--- src/include/scrc_pkg.sv ---
// constants for the strap-selected clock ratio block
package scrc_pkg;
    localparam int unsigned CLK_PERIOD_NS = 40;
    localparam int unsigned PLL_LOCK_NS   = 100000;
    localparam int unsigned LOCK_CYC      = (PLL_LOCK_NS + CLK_PERIOD_NS - 1) / CLK_PERIOD_NS;
    localparam int unsigned NUM_PLL       = 5;
    localparam int unsigned PLL_PLAT      = 0;
    localparam int unsigned PLL_CORE      = 1;
    localparam int unsigned PLL_EXP       = 2;
    localparam int unsigned PLL_LBUS      = 3;
    localparam int unsigned PLL_SERIAL    = 4;
    localparam int unsigned MEM_DIV_SHIFT = 1;

    localparam logic [7:0] OFF_STATUS   = 8'h00;
    localparam logic [7:0] OFF_CTRL     = 8'h04;
    localparam logic [7:0] OFF_PLAT_KHZ = 8'h08;
    localparam logic [7:0] OFF_CORE_KHZ = 8'h0C;
    localparam logic [7:0] OFF_MEM_KHZ  = 8'h10;

    localparam int unsigned ST_PLAT_STRAP_LSB = 0;
    localparam int unsigned ST_CORE_STRAP_LSB = 4;
    localparam int unsigned ST_PLAT_RSV_BIT   = 7;
    localparam int unsigned ST_CORE_RSV_BIT   = 8;
    localparam int unsigned ST_LOCK_LSB       = 9;
    localparam int unsigned ST_SAMPLED_BIT    = 14;

    localparam logic [4:0] CTRL_RESET = 5'h1F;
endpackage

--- src/scrc_strap_clock_ratio.sv ---
// strap sampling, ratio decode and clock frequency bookkeeping
//
// Local design decisions: the placing of the registers and the plain strobed port.
`timescale 1ns/1ns
`default_nettype none

// Summary of operation
// - sample four platform straps at power-up
// - decode platform multiplier; reserved codes give zero
// - sample three core straps at power-up
// - decode core ratio in halves; 010 reserved
// - platform clock is reference times multiplier
// - core clock slaves to locked platform clock
// - platform and bus clock are one clock
// - memory bus clock is half platform clock
// - five PLLs: platform, core, expansion, local, serial
module scrc_strap_clock_ratio (
    input  wire logic        CORE_CLK,
    input  wire logic        RST,
    input  wire logic [3:0]  PLATFORM_RATIO_STRAPS,
    input  wire logic        BUFFER_CONTROL_STRAP,
    input  wire logic        ADDRESS_LATCH_STRAP,
    input  wire logic        GENERAL_LINE_TWO_STRAP,
    input  wire logic [31:0] REF_FREQ_KHZ,
    input  wire logic [7:0]  ADDR,
    input  wire logic [31:0] WR_DATA,
    input  wire logic        WR_STB,
    input  wire logic        RD_STB,
    output logic      [31:0] RD_DATA,
    output logic      [4:0]  PLAT_MULT,
    output logic      [3:0]  CORE_HALVES,
    output logic      [4:0]  PLL_LOCKED,
    output logic      [31:0] PLAT_KHZ,
    output logic      [31:0] CORE_KHZ,
    output logic      [31:0] MEM_KHZ
);
    logic        sampled_r,    sampled_nxt;
    logic [3:0]  plat_strap_r, plat_strap_nxt;
    logic [2:0]  core_strap_r, core_strap_nxt;
    logic [4:0]  mult_r,       mult_nxt;
    logic [3:0]  halves_r,     halves_nxt;
    logic [4:0]  ctrl_r,       ctrl_nxt;
    logic [31:0] rd_data_r,    rd_data_nxt;
    logic [31:0] plat_khz_r,   plat_khz_nxt;
    logic [31:0] core_khz_r,   core_khz_nxt;
    logic [31:0] mem_khz_r,    mem_khz_nxt;
    logic [4:0]  locked_r;
    logic [4:0]  pll_go;
    logic [4:0]  dec_mult;
    logic [3:0]  dec_halves;
    logic [2:0]  core_pins;
    logic [36:0] plat_prod;
    logic [35:0] core_prod;

    assign core_pins = {BUFFER_CONTROL_STRAP, ADDRESS_LATCH_STRAP, GENERAL_LINE_TWO_STRAP};

    // strap decode; zero marks a reserved code
    always_comb begin
        case (PLATFORM_RATIO_STRAPS)
            4'h0:    dec_mult = 5'd16;
            4'h2:    dec_mult = 5'd2;
            4'h3:    dec_mult = 5'd3;
            4'h4:    dec_mult = 5'd4;
            4'h5:    dec_mult = 5'd5;
            4'h6:    dec_mult = 5'd6;
            4'h8:    dec_mult = 5'd8;
            4'h9:    dec_mult = 5'd9;
            4'hA:    dec_mult = 5'd10;
            4'hC:    dec_mult = 5'd12;
            4'hD:    dec_mult = 5'd20;
            default: dec_mult = 5'd0;
        endcase
        case (core_pins)
            3'b000:  dec_halves = 4'd8;
            3'b001:  dec_halves = 4'd9;
            3'b011:  dec_halves = 4'd3;
            3'b100:  dec_halves = 4'd4;
            3'b101:  dec_halves = 4'd5;
            3'b110:  dec_halves = 4'd6;
            3'b111:  dec_halves = 4'd7;
            default: dec_halves = 4'd0;
        endcase
    end

    // capture once, on the first edge after reset release, then hold
    always_comb begin
        sampled_nxt    = 1'b1;
        plat_strap_nxt = plat_strap_r;
        core_strap_nxt = core_strap_r;
        mult_nxt       = mult_r;
        halves_nxt     = halves_r;
        if (!sampled_r) begin
            plat_strap_nxt = PLATFORM_RATIO_STRAPS;
            core_strap_nxt = core_pins;
            mult_nxt       = dec_mult;
            halves_nxt     = dec_halves;
        end
    end

    always_ff @(posedge CORE_CLK) begin
        if (RST) begin
            sampled_r    <= 1'b0;
            plat_strap_r <= 4'h0;
            core_strap_r <= 3'h0;
            mult_r       <= 5'h00;
            halves_r     <= 4'h0;
        end else begin
            sampled_r    <= sampled_nxt;
            plat_strap_r <= plat_strap_nxt;
            core_strap_r <= core_strap_nxt;
            mult_r       <= mult_nxt;
            halves_r     <= halves_nxt;
        end
    end

    // pll start conditions; core waits for platform lock
    always_comb begin
        pll_go = ctrl_r & {5{sampled_r}};
        pll_go[scrc_pkg::PLL_PLAT] = pll_go[scrc_pkg::PLL_PLAT] && (mult_r != 5'd0);
        // core drops in the same cycle as the platform pll, never after it
        pll_go[scrc_pkg::PLL_CORE] = pll_go[scrc_pkg::PLL_CORE] && (halves_r != 4'd0)
                                     && locked_r[scrc_pkg::PLL_PLAT]
                                     && pll_go[scrc_pkg::PLL_PLAT];
    end

    genvar gi;
    generate
        for (gi = 0; gi < scrc_pkg::NUM_PLL; gi++) begin : g_pll
            logic [11:0] cnt_r, cnt_nxt;
            logic        lk_nxt;
            always_comb begin
                cnt_nxt = 12'h000;
                lk_nxt  = 1'b0;
                if (pll_go[gi]) begin
                    lk_nxt  = (cnt_r == 12'(scrc_pkg::LOCK_CYC - 1));
                    cnt_nxt = lk_nxt ? cnt_r : cnt_r + 12'h001;
                end
            end
            always_ff @(posedge CORE_CLK) begin
                if (RST) begin
                    cnt_r        <= 12'h000;
                    locked_r[gi] <= 1'b0;
                end else begin
                    cnt_r        <= cnt_nxt;
                    locked_r[gi] <= lk_nxt;
                end
            end
        end
    endgenerate

    // frequency bookkeeping, register bus
    always_comb begin
        plat_prod    = {5'h00, REF_FREQ_KHZ} * {32'h0000_0000, mult_r};
        plat_khz_nxt = locked_r[scrc_pkg::PLL_PLAT] ? plat_prod[31:0] : 32'h0000_0000;
        core_prod    = {4'h0, plat_khz_nxt} * {32'h0000_0000, halves_r};
        core_khz_nxt = locked_r[scrc_pkg::PLL_CORE] ? core_prod[32:1] : 32'h0000_0000;
        mem_khz_nxt  = plat_khz_nxt >> scrc_pkg::MEM_DIV_SHIFT;
        ctrl_nxt     = ctrl_r;
        if (WR_STB && ADDR == scrc_pkg::OFF_CTRL) begin
            ctrl_nxt = WR_DATA[4:0];
        end
        rd_data_nxt = 32'h0000_0000;
        if (RD_STB) begin
            case (ADDR)
                scrc_pkg::OFF_STATUS: begin
                    rd_data_nxt[scrc_pkg::ST_PLAT_STRAP_LSB +: 4] = plat_strap_r;
                    rd_data_nxt[scrc_pkg::ST_CORE_STRAP_LSB +: 3] = core_strap_r;
                    rd_data_nxt[scrc_pkg::ST_PLAT_RSV_BIT] = sampled_r && (mult_r == 5'd0);
                    rd_data_nxt[scrc_pkg::ST_CORE_RSV_BIT] = sampled_r && (halves_r == 4'd0);
                    rd_data_nxt[scrc_pkg::ST_LOCK_LSB +: 5] = locked_r;
                    rd_data_nxt[scrc_pkg::ST_SAMPLED_BIT]  = sampled_r;
                end
                scrc_pkg::OFF_CTRL:     rd_data_nxt[4:0] = ctrl_r;
                scrc_pkg::OFF_PLAT_KHZ: rd_data_nxt = plat_khz_r;
                scrc_pkg::OFF_CORE_KHZ: rd_data_nxt = core_khz_r;
                scrc_pkg::OFF_MEM_KHZ:  rd_data_nxt = mem_khz_r;
                default:                rd_data_nxt = 32'h0000_0000;
            endcase
        end
    end

    always_ff @(posedge CORE_CLK) begin
        if (RST) begin
            ctrl_r     <= scrc_pkg::CTRL_RESET;
            rd_data_r  <= 32'h0000_0000;
            plat_khz_r <= 32'h0000_0000;
            core_khz_r <= 32'h0000_0000;
            mem_khz_r  <= 32'h0000_0000;
        end else begin
            ctrl_r     <= ctrl_nxt;
            rd_data_r  <= rd_data_nxt;
            plat_khz_r <= plat_khz_nxt;
            core_khz_r <= core_khz_nxt;
            mem_khz_r  <= mem_khz_nxt;
        end
    end

    // platform clock also serves as the bus clock
    assign RD_DATA     = rd_data_r;
    assign PLAT_MULT   = mult_r;
    assign CORE_HALVES = halves_r;
    assign PLL_LOCKED  = locked_r;
    assign PLAT_KHZ    = plat_khz_r;
    assign CORE_KHZ    = core_khz_r;
    assign MEM_KHZ     = mem_khz_r;
endmodule

`default_nettype wire

--- config.mk ---
export PLATFORM = sky130hd
export DESIGN_NAME = scrc_strap_clock_ratio
export DESIGN_NICKNAME = d
export VERILOG_FILES = /design/src/include/scrc_pkg.sv /design/src/scrc_strap_clock_ratio.sv
export SDC_FILE = /design/constraint.sdc
export NUM_CORES = 1
export LEC_CHECK = 0
export BUFFER_PORTS_ARGS = -buffer_cell sky130_fd_sc_hd__buf_2
export CAP_MARGIN = 10
export CORE_ASPECT_RATIO = 0.75
export CORE_MARGIN = 3
export CORE_UTILIZATION = 50
export CTS_CLUSTER_DIAMETER = 40
export DETAILED_ROUTE_END_ITERATION = 16
export PLACE_DENSITY = 0.79
export SLEW_MARGIN = 25
export SYNTH_ARGS = -nofsm -noshare
export SYNTH_HDL_FRONTEND = slang
export SYNTH_SLANG_ARGS = --single-unit
--- constraint.sdc ---
create_clock -name CORE_CLK -period 11 [get_ports CORE_CLK]
set_input_delay 3.3 -clock CORE_CLK [delete_from_list [all_inputs] [get_ports CORE_CLK]]
set_output_delay 3.3 -clock CORE_CLK [all_outputs]
set_load 0.005 [all_outputs]
Word-level counts from Yosys, hierarchy flattened
Memories as Yosys holds them, arrays and structs flattened. A register that Yosys moved wholly into a read port is not among the register bits.
Index checks and enable logic that the tools add are counted.
{"block": "classes", "addsub": 5, "n_mul": 2, "n_eq_ne": 15, "n_mux": 6, "n_bitwise": 8, "n_reduce_logical": 21}
{"cell": "$add 12x1->12 const B", "n": 5}
{"cell": "$eq 12x12->1 const B", "n": 5}
{"cell": "$pmux 17 s3", "n": 1}
{"cell": "$pmux 10 s4", "n": 1}
{"cell": "$mul 32x4->33", "n": 1}
{"cell": "$mul 32x5->32", "n": 1}
{"cell": "$mux 32", "n": 1}
{"cell": "$pmux 4 s7", "n": 1}
{"cell": "$pmux 5 s5", "n": 1}
{"cell": "$eq 8x4->1 const B", "n": 2}
{"cell": "$reduce_or 2->1", "n": 7}
{"cell": "$eq 3x3->1 const B", "n": 4}
{"cell": "$eq 8x3->1 const B", "n": 1}
{"cell": "$eq 8x5->1 const B", "n": 1}
{"cell": "$logic_not 8->1", "n": 1}
{"cell": "$logic_and 1x1->1", "n": 7}
{"cell": "$not 1->1", "n": 7}
{"cell": "$and 5x5->5", "n": 1}
{"cell": "$logic_not 5->1", "n": 1}
{"cell": "$reduce_bool 5->1", "n": 1}
{"cell": "$logic_not 4->1", "n": 1}
{"cell": "$reduce_bool 4->1", "n": 1}
{"cell": "$eq 3x1->1 const B", "n": 1}
{"cell": "$eq 3x2->1 const B", "n": 1}
{"cell": "3 further kinds", "n": 3}
{"block": "totals", "ff_bits": 210, "mem_bits_ro": 80, "inputBits": 83, "output_inout_bits": 142, "wordCells": 78, "n_memories": 1}
{"memory": "(no name shown)", "words": 16, "width": 5, "rd": 1, "rd_ports_with_merged_regs": 1, "write_ports": 0, "line": "scrc_strap_clock_ratio.sv:59", "rtl": "case (PLATFORM_RATIO_STRAPS)"}

Logic depth before layout (Yosys ltp)
{"block": "logic_depth", "ltp_word": 6, "ltp_mapped": 34, "depth_no_buf": 31}

Least setup slack after synthesis
No wires, ideal clock.
{"block": "synth_path", "path_type": "in2reg", "startpoint": "in REF_FREQ_KHZ[5]", "endpoint": "reg core_khz_r[28], in the netlist CORE_KHZ[28]", "setup_time_ns": 0.124, "t_arrival_ns": 9.981, "required_time_ns": 10.876, "setup_slack_ns": 0.895, "path_stages": 28, "n_path_buf": 0, "cell_sequence": "and2_1 fa_1 fa_1 inv_1 fa_1 inv_1 ha_1 a2111oi_0 a21oi_2 a21o_2 a21o_1 nand2_1 nand2_1 a211oi_1 nor4_1 fa_1 inv_1 fa_1 inv_1 ha_1 a21o_1 a21oi_1 o211a_1 a211oi_1 or2_2 a221oi_1 o21ai_0 mux2i_1"}
{"block": "synth_between", "elab_chain_len": 3}
{"element": "start: declaration", "line": "scrc_strap_clock_ratio.sv:24", "rtl": "input wire logic [31:0] REF_FREQ_KHZ,"}
{"element": "$mul 32x5->32", "line": "scrc_strap_clock_ratio.sv:153", "rtl": "plat_prod = {5'h00, REF_FREQ_KHZ} * {32'h0000_0000, mult_r};"}
{"element": "$mux 32", "line": "scrc_strap_clock_ratio.sv:154", "rtl": "plat_khz_nxt = locked_r[scrc_pkg::PLL_PLAT] ? plat_prod[31:0] : 32'h0000_0000;"}
{"element": "$mul 32x4->33", "line": "scrc_strap_clock_ratio.sv:155", "rtl": "core_prod = {4'h0, plat_khz_nxt} * {32'h0000_0000, halves_r};"}
{"element": "end signal: assignment", "line": "scrc_strap_clock_ratio.sv:193", "rtl": "core_khz_r <= core_khz_nxt;"}
{"element": "end: declaration", "line": "scrc_strap_clock_ratio.sv:45", "rtl": "logic [31:0] core_khz_r, core_khz_nxt;"}
Every way passes these cells.
A chain may end at the register's enable or synchronous reset.

Worst setup path in the final report
Ends and elaborated chain as after synthesis.

==> reports/metrics.sh <==
POWER-PER-CELL-AREA_nW_PER_UM2=86.18
AVGSYNTHCELLAREA_UM2=8.232
DRT-VIAS-PER-INSTANCE=5.574
SYNTHARSTFLOPSHARE_PCT=0
WORST_SLEW_PIN_SLEW_NS=0.9565
DRT_WL_TOTAL_UM=40280
PLACE.PORT_BUFFERS=196
R2R.WORST_PATH.CELLS=30
MUXSHAREOFSYNTHAREA_PCT=1.425
CP_LAUNCH_POINT='REF_FREQ_KHZ[5]'
DIE_HEIGHT_UM=157.8
YOSYS.CELL_COUNT.TOP_TYPE='sky130_fd_sc_hd__inv_1'
SYNTH_COMPOUND_GATE_AREA_SHARE_PCT=11.09
N_FILL_CELL=2613
CELLLEAKAGEPOWER_nW=8.190
SYN-NUM-NETS=2164
YOSYS.AREA_SHARE.XOR_XNOR_PCT=5.951
POST-CTS-SETUP-BUFFERS=0
YS_SEQ_AREA_SHARE_PCT=23.84
CRIT_SLOWEST_CELL='sky130_fd_sc_hd__fa_1'
SWITCHING_SHARE_PCT=26.73
GRT_MAX_DEGREE=73
VDD.IR_DROP.WORST_V=0.00009598
WORST_PATH_MOST_REPEATED_CELL='sky130_fd_sc_hd__fa_1'
SHARE_CLK_OF_TOTAL_POWER_PCT=42.1
LAYOUT_CELLS_SIZED_ABOVE_1_PCT=14.34
COREAREA_UM2=29660
TRITONCTS.NUM_BUFFERS=17
TIMING.FMAX_GHz=0.09637
TIMING.RR.START='PLAT_MULT[4]'
FINALSETUPTNS_NS=0
GRT_PASS1_WL_UM=65800
FINAL_WORST_SETUP_SLACK_NS=0.6233
DRCVIOLATIONCOUNT=0
CTSRESIZECOUNT=0
RSZ_0062_RAISED_AFTER_GLOBAL_ROUTING='no'
CRIT_PATH_LARGEST_CELL_DELAY_NS=0.54
YOSYS.AREA_SHARE.ADDER_PCT=24.49
SYNTH_SIMPLE_GATE_AREA_SHARE_PCT=24.14
SYNTH_FLOP_CELL='sky130_fd_sc_hd__dfxtp_1'
CRITICAL_PATH.ENDPOINT_TYPE='flip-flop'
WORSTPATHARRIVAL_NS=10.69
SWITCHINGPOWER_mW=0.3933
GR-USAGE-ALL-LAYERS_PCT=24.28
LAYOUT_MIN_CYCLE_TIME_NS=10.38
ROWS=54
CRIT_TYPE='input pin to flip-flop'
POWER.SHARE.SEQUENTIAL_PCT=45.8
PERIOD_SHARE_PCT=94.33
VIA_COUNT=13382
FIRST_GLOBAL_VIAS=13422
GLOBAL_ROUTE_CONGESTION_OVERFLOW_TOTAL=0
DRT.ANTENNA.VIOLATING_NETS=0
DP.FINAL_HPWL_UM=31640
YS_WARN_COUNT=0
MAX_CAP_VIOLATIONS=0
TIMING.HOLD.WORST.CLASS='flip-flop to flip-flop'
CTS_TREE='done'
CTSROOTBUFFERMASTER='sky130_fd_sc_hd__clkbuf_16'
CELL_INTERNAL_PWR_mW=1.078
FINALWEIGHTEDCONGESTION=0.9270
CRITICAL_PATH_REQUIRED_NS=11.31
PRE_CTS_SLACK_NS=0.2715
TIMING.CRITICAL_PATH.FANOUT_MAX=5
FINAL_SETUP_VIOLS=0
CLK_PIN_SLEW_NS=0.07
DRV_SLEW=0
DIE-AREA_UM2=32900
SYNTH_AREA_UM2=15370
CTS_HOLD_BUFFERS=0
SYNTH_TOP_CELLS_BY_AREA='sky130_fd_sc_hd__dfxtp_1, sky130_fd_sc_hd__fa_1, sky130_fd_sc_hd__ha_1, sky130_fd_sc_hd__inv_1, sky130_fd_sc_hd__nor2_1'
TIMING.SLEW.HEADROOM_PCT=36.10
FINALNETCOUNT=2292
FINAL_HOLD_VIOLATION_COUNT=0
NETLIST.TOP_CELL.BY_AREA='sky130_fd_sc_hd__dfxtp_1'
YOSYS_REGISTER_BITS=183
DIE_WIDTH_UM=208.5
DETAILEDROUTE.FIRSTPASSITERATIONCOUNT=9
CTS_NUM_SINKS=183
ANTENNA_FOUND_INITIAL=3
WL_PER_CELL_UM=16.77
CTSLONGESTPATHBUFFERS=2
HTREEDEPTH=4
MIN_DELAY_PATH_DEPTH=2
SYN_INST=1867
POST-SYNTH-TOP-AREA-FRACTION_PCT=23.84
WORST_MIN_PATH_START='core_strap_r[0]'
SYNTH_EDF_COUNT=0
DETAILEDROUTE.FIRSTITERATIONVIOLATIONS=1341
COMBINATIONAL_FAMILY_WITH_THE_MOST_AREA_AFTER_SYNTHESIS='adder cells'
TIMING.CRITICAL_PATH.FROM_TYPE='input pin'
STATUS='finished clean'
SYN2LAYOUT_AREA_GROWTH_PCT=11.11
POWER_FRAC_COMB_PCT=12.1
YOSYS.CELL_TYPES.COUNT=72
SYNTH_TOP_CELLS_BY_COUNT='sky130_fd_sc_hd__inv_1, sky130_fd_sc_hd__nor2_1, sky130_fd_sc_hd__dfxtp_1'
FIN_SKEW_NS=0.01100
START_UTIL_PCT=51.82
CLKLATENCYLATEPIN_NS=0.44
IO_PINS=225
## through the flow
| stage | std cells | cell area, um^2 | utilization [%] | hold WS [ns] | total power [mW] |
|---|---|---|---|---|---|
| 2_1_floorplan | 1867 | 15370 | - | 0.4447 | 0.8043 |
| 3_3_place_gp | 2368 | 16470 | 55.53 | 0.4588 | 0.8610 |
| 3_5_place_dp | 2368 | 16470 | 55.53 | 0.4631 | 0.8661 |
| 4_1_cts | 2400 | 17070 | 57.55 | 0.4739 | 1.480 |
| 5_1_grt | 2400 | 17080 | 57.57 | 0.5006 | 1.524 |
| 6_report | 2401 | 17080 | 57.58 | 0.4724 | 1.472 |
## cell families (layout without fill, tap and decap cells)
logic type | after synthesis | in the layout
and+or+nand+nor | 756 | 756
buffers and inverters | 335 | 476
AOI/OAI and AO/OA | 253 | 253
DFF | 183 | 183
adders and majority gates | 216 | 216
muxes | 21 | 21
other | 1 | 2
xor gates and xnor gates | 102 | 102
## registers in the layout, summed over array words and instances (netlist names)
signal	count
PLL_LOCKED	5
RD_DATA	32
sampled_r	1
core_strap_r	3
PLAT_MULT	5
g_pll.cnt_r	60
CORE_HALVES	4
plat_strap_r	4
PLAT_KHZ	32
CORE_KHZ	32
ctrl_r	5
## placed cells by master, fill, tap and decap left out, types with 60 or more instances in the layout
master                    synthesis  final
sky130_fd_sc_hd__fa_1           142    142
sky130_fd_sc_hd__ha_1            72     72
sky130_fd_sc_hd__buf_2            3    196
sky130_fd_sc_hd__nor2_1         203    203
sky130_fd_sc_hd__xor2_1          60     60
sky130_fd_sc_hd__inv_1          225    225
sky130_fd_sc_hd__nand3_1         77     77
sky130_fd_sc_hd__nand2_1        165    165
sky130_fd_sc_hd__and2_1         112    111
sky130_fd_sc_hd__dfxtp_1        183    179
sky130_fd_sc_hd__a21oi_1         86     86
## worst max-delay path: cells and delay by family
family                   cells  cell delay (ns)
AO/OA/AOI/OAI               11             2.71
adder cells (fa/ha/maj)      7             3.32
multiplexers                 1             0.15
buffers and inverters        6             0.50
AND/OR/NAND/NOR              5             0.67
## power by group through the flow
| stage | registers (mW) | clock network [mW] | logic (mW) |
|---|---|---|---|
| 5_1_grt | 0.675 | 0.650 | 0.198 |
| 3_5_place_dp | 0.690 | 0 | 0.176 |
| 4_1_cts | 0.674 | 0.628 | 0.177 |
| 2_1_floorplan | 0.685 | 0 | 0.119 |
| 6_report | 0.675 | 0.620 | 0.177 |
| 3_3_place_gp | 0.689 | 0 | 0.172 |
## metal layers
layer	wire length, um	vias to the layer above	track usage [%]	part of all wire, %
met3	2945	58	4.081	7.3
met2	18880	498	41.94	47
li1	-	6349	-	-
met5	13	-	0	0.032
met4	676	2	6.160	1.7
met1	17760	6475	32.07	44
## path summary, 6_finish.rpt
kind | to | slack, ns
worst max-delay path | CORE_KHZ[28] | 0.62
worst min-delay path | core_strap_r[0] | 0.47
worst max register to register | CORE_KHZ[28] | 2.92
worst min register to register | core_strap_r[0] | 0.47
## area by class of cell
type                       instances  area [um^2]  share of cell area [%]
multi-input combinational       1349        10320                   60.42
sequential                       183         3669                   21.48
timing repair buffer             219         1154                   6.755
inverter                         225        844.6                   4.945
tap                              392        490.5                   2.872
clock buffer                      19        442.9                   2.594
clock inverter                    13        156.4                  0.9158
antenna                            1        2.502                 0.01465
(Power assumes the default switching activity.)
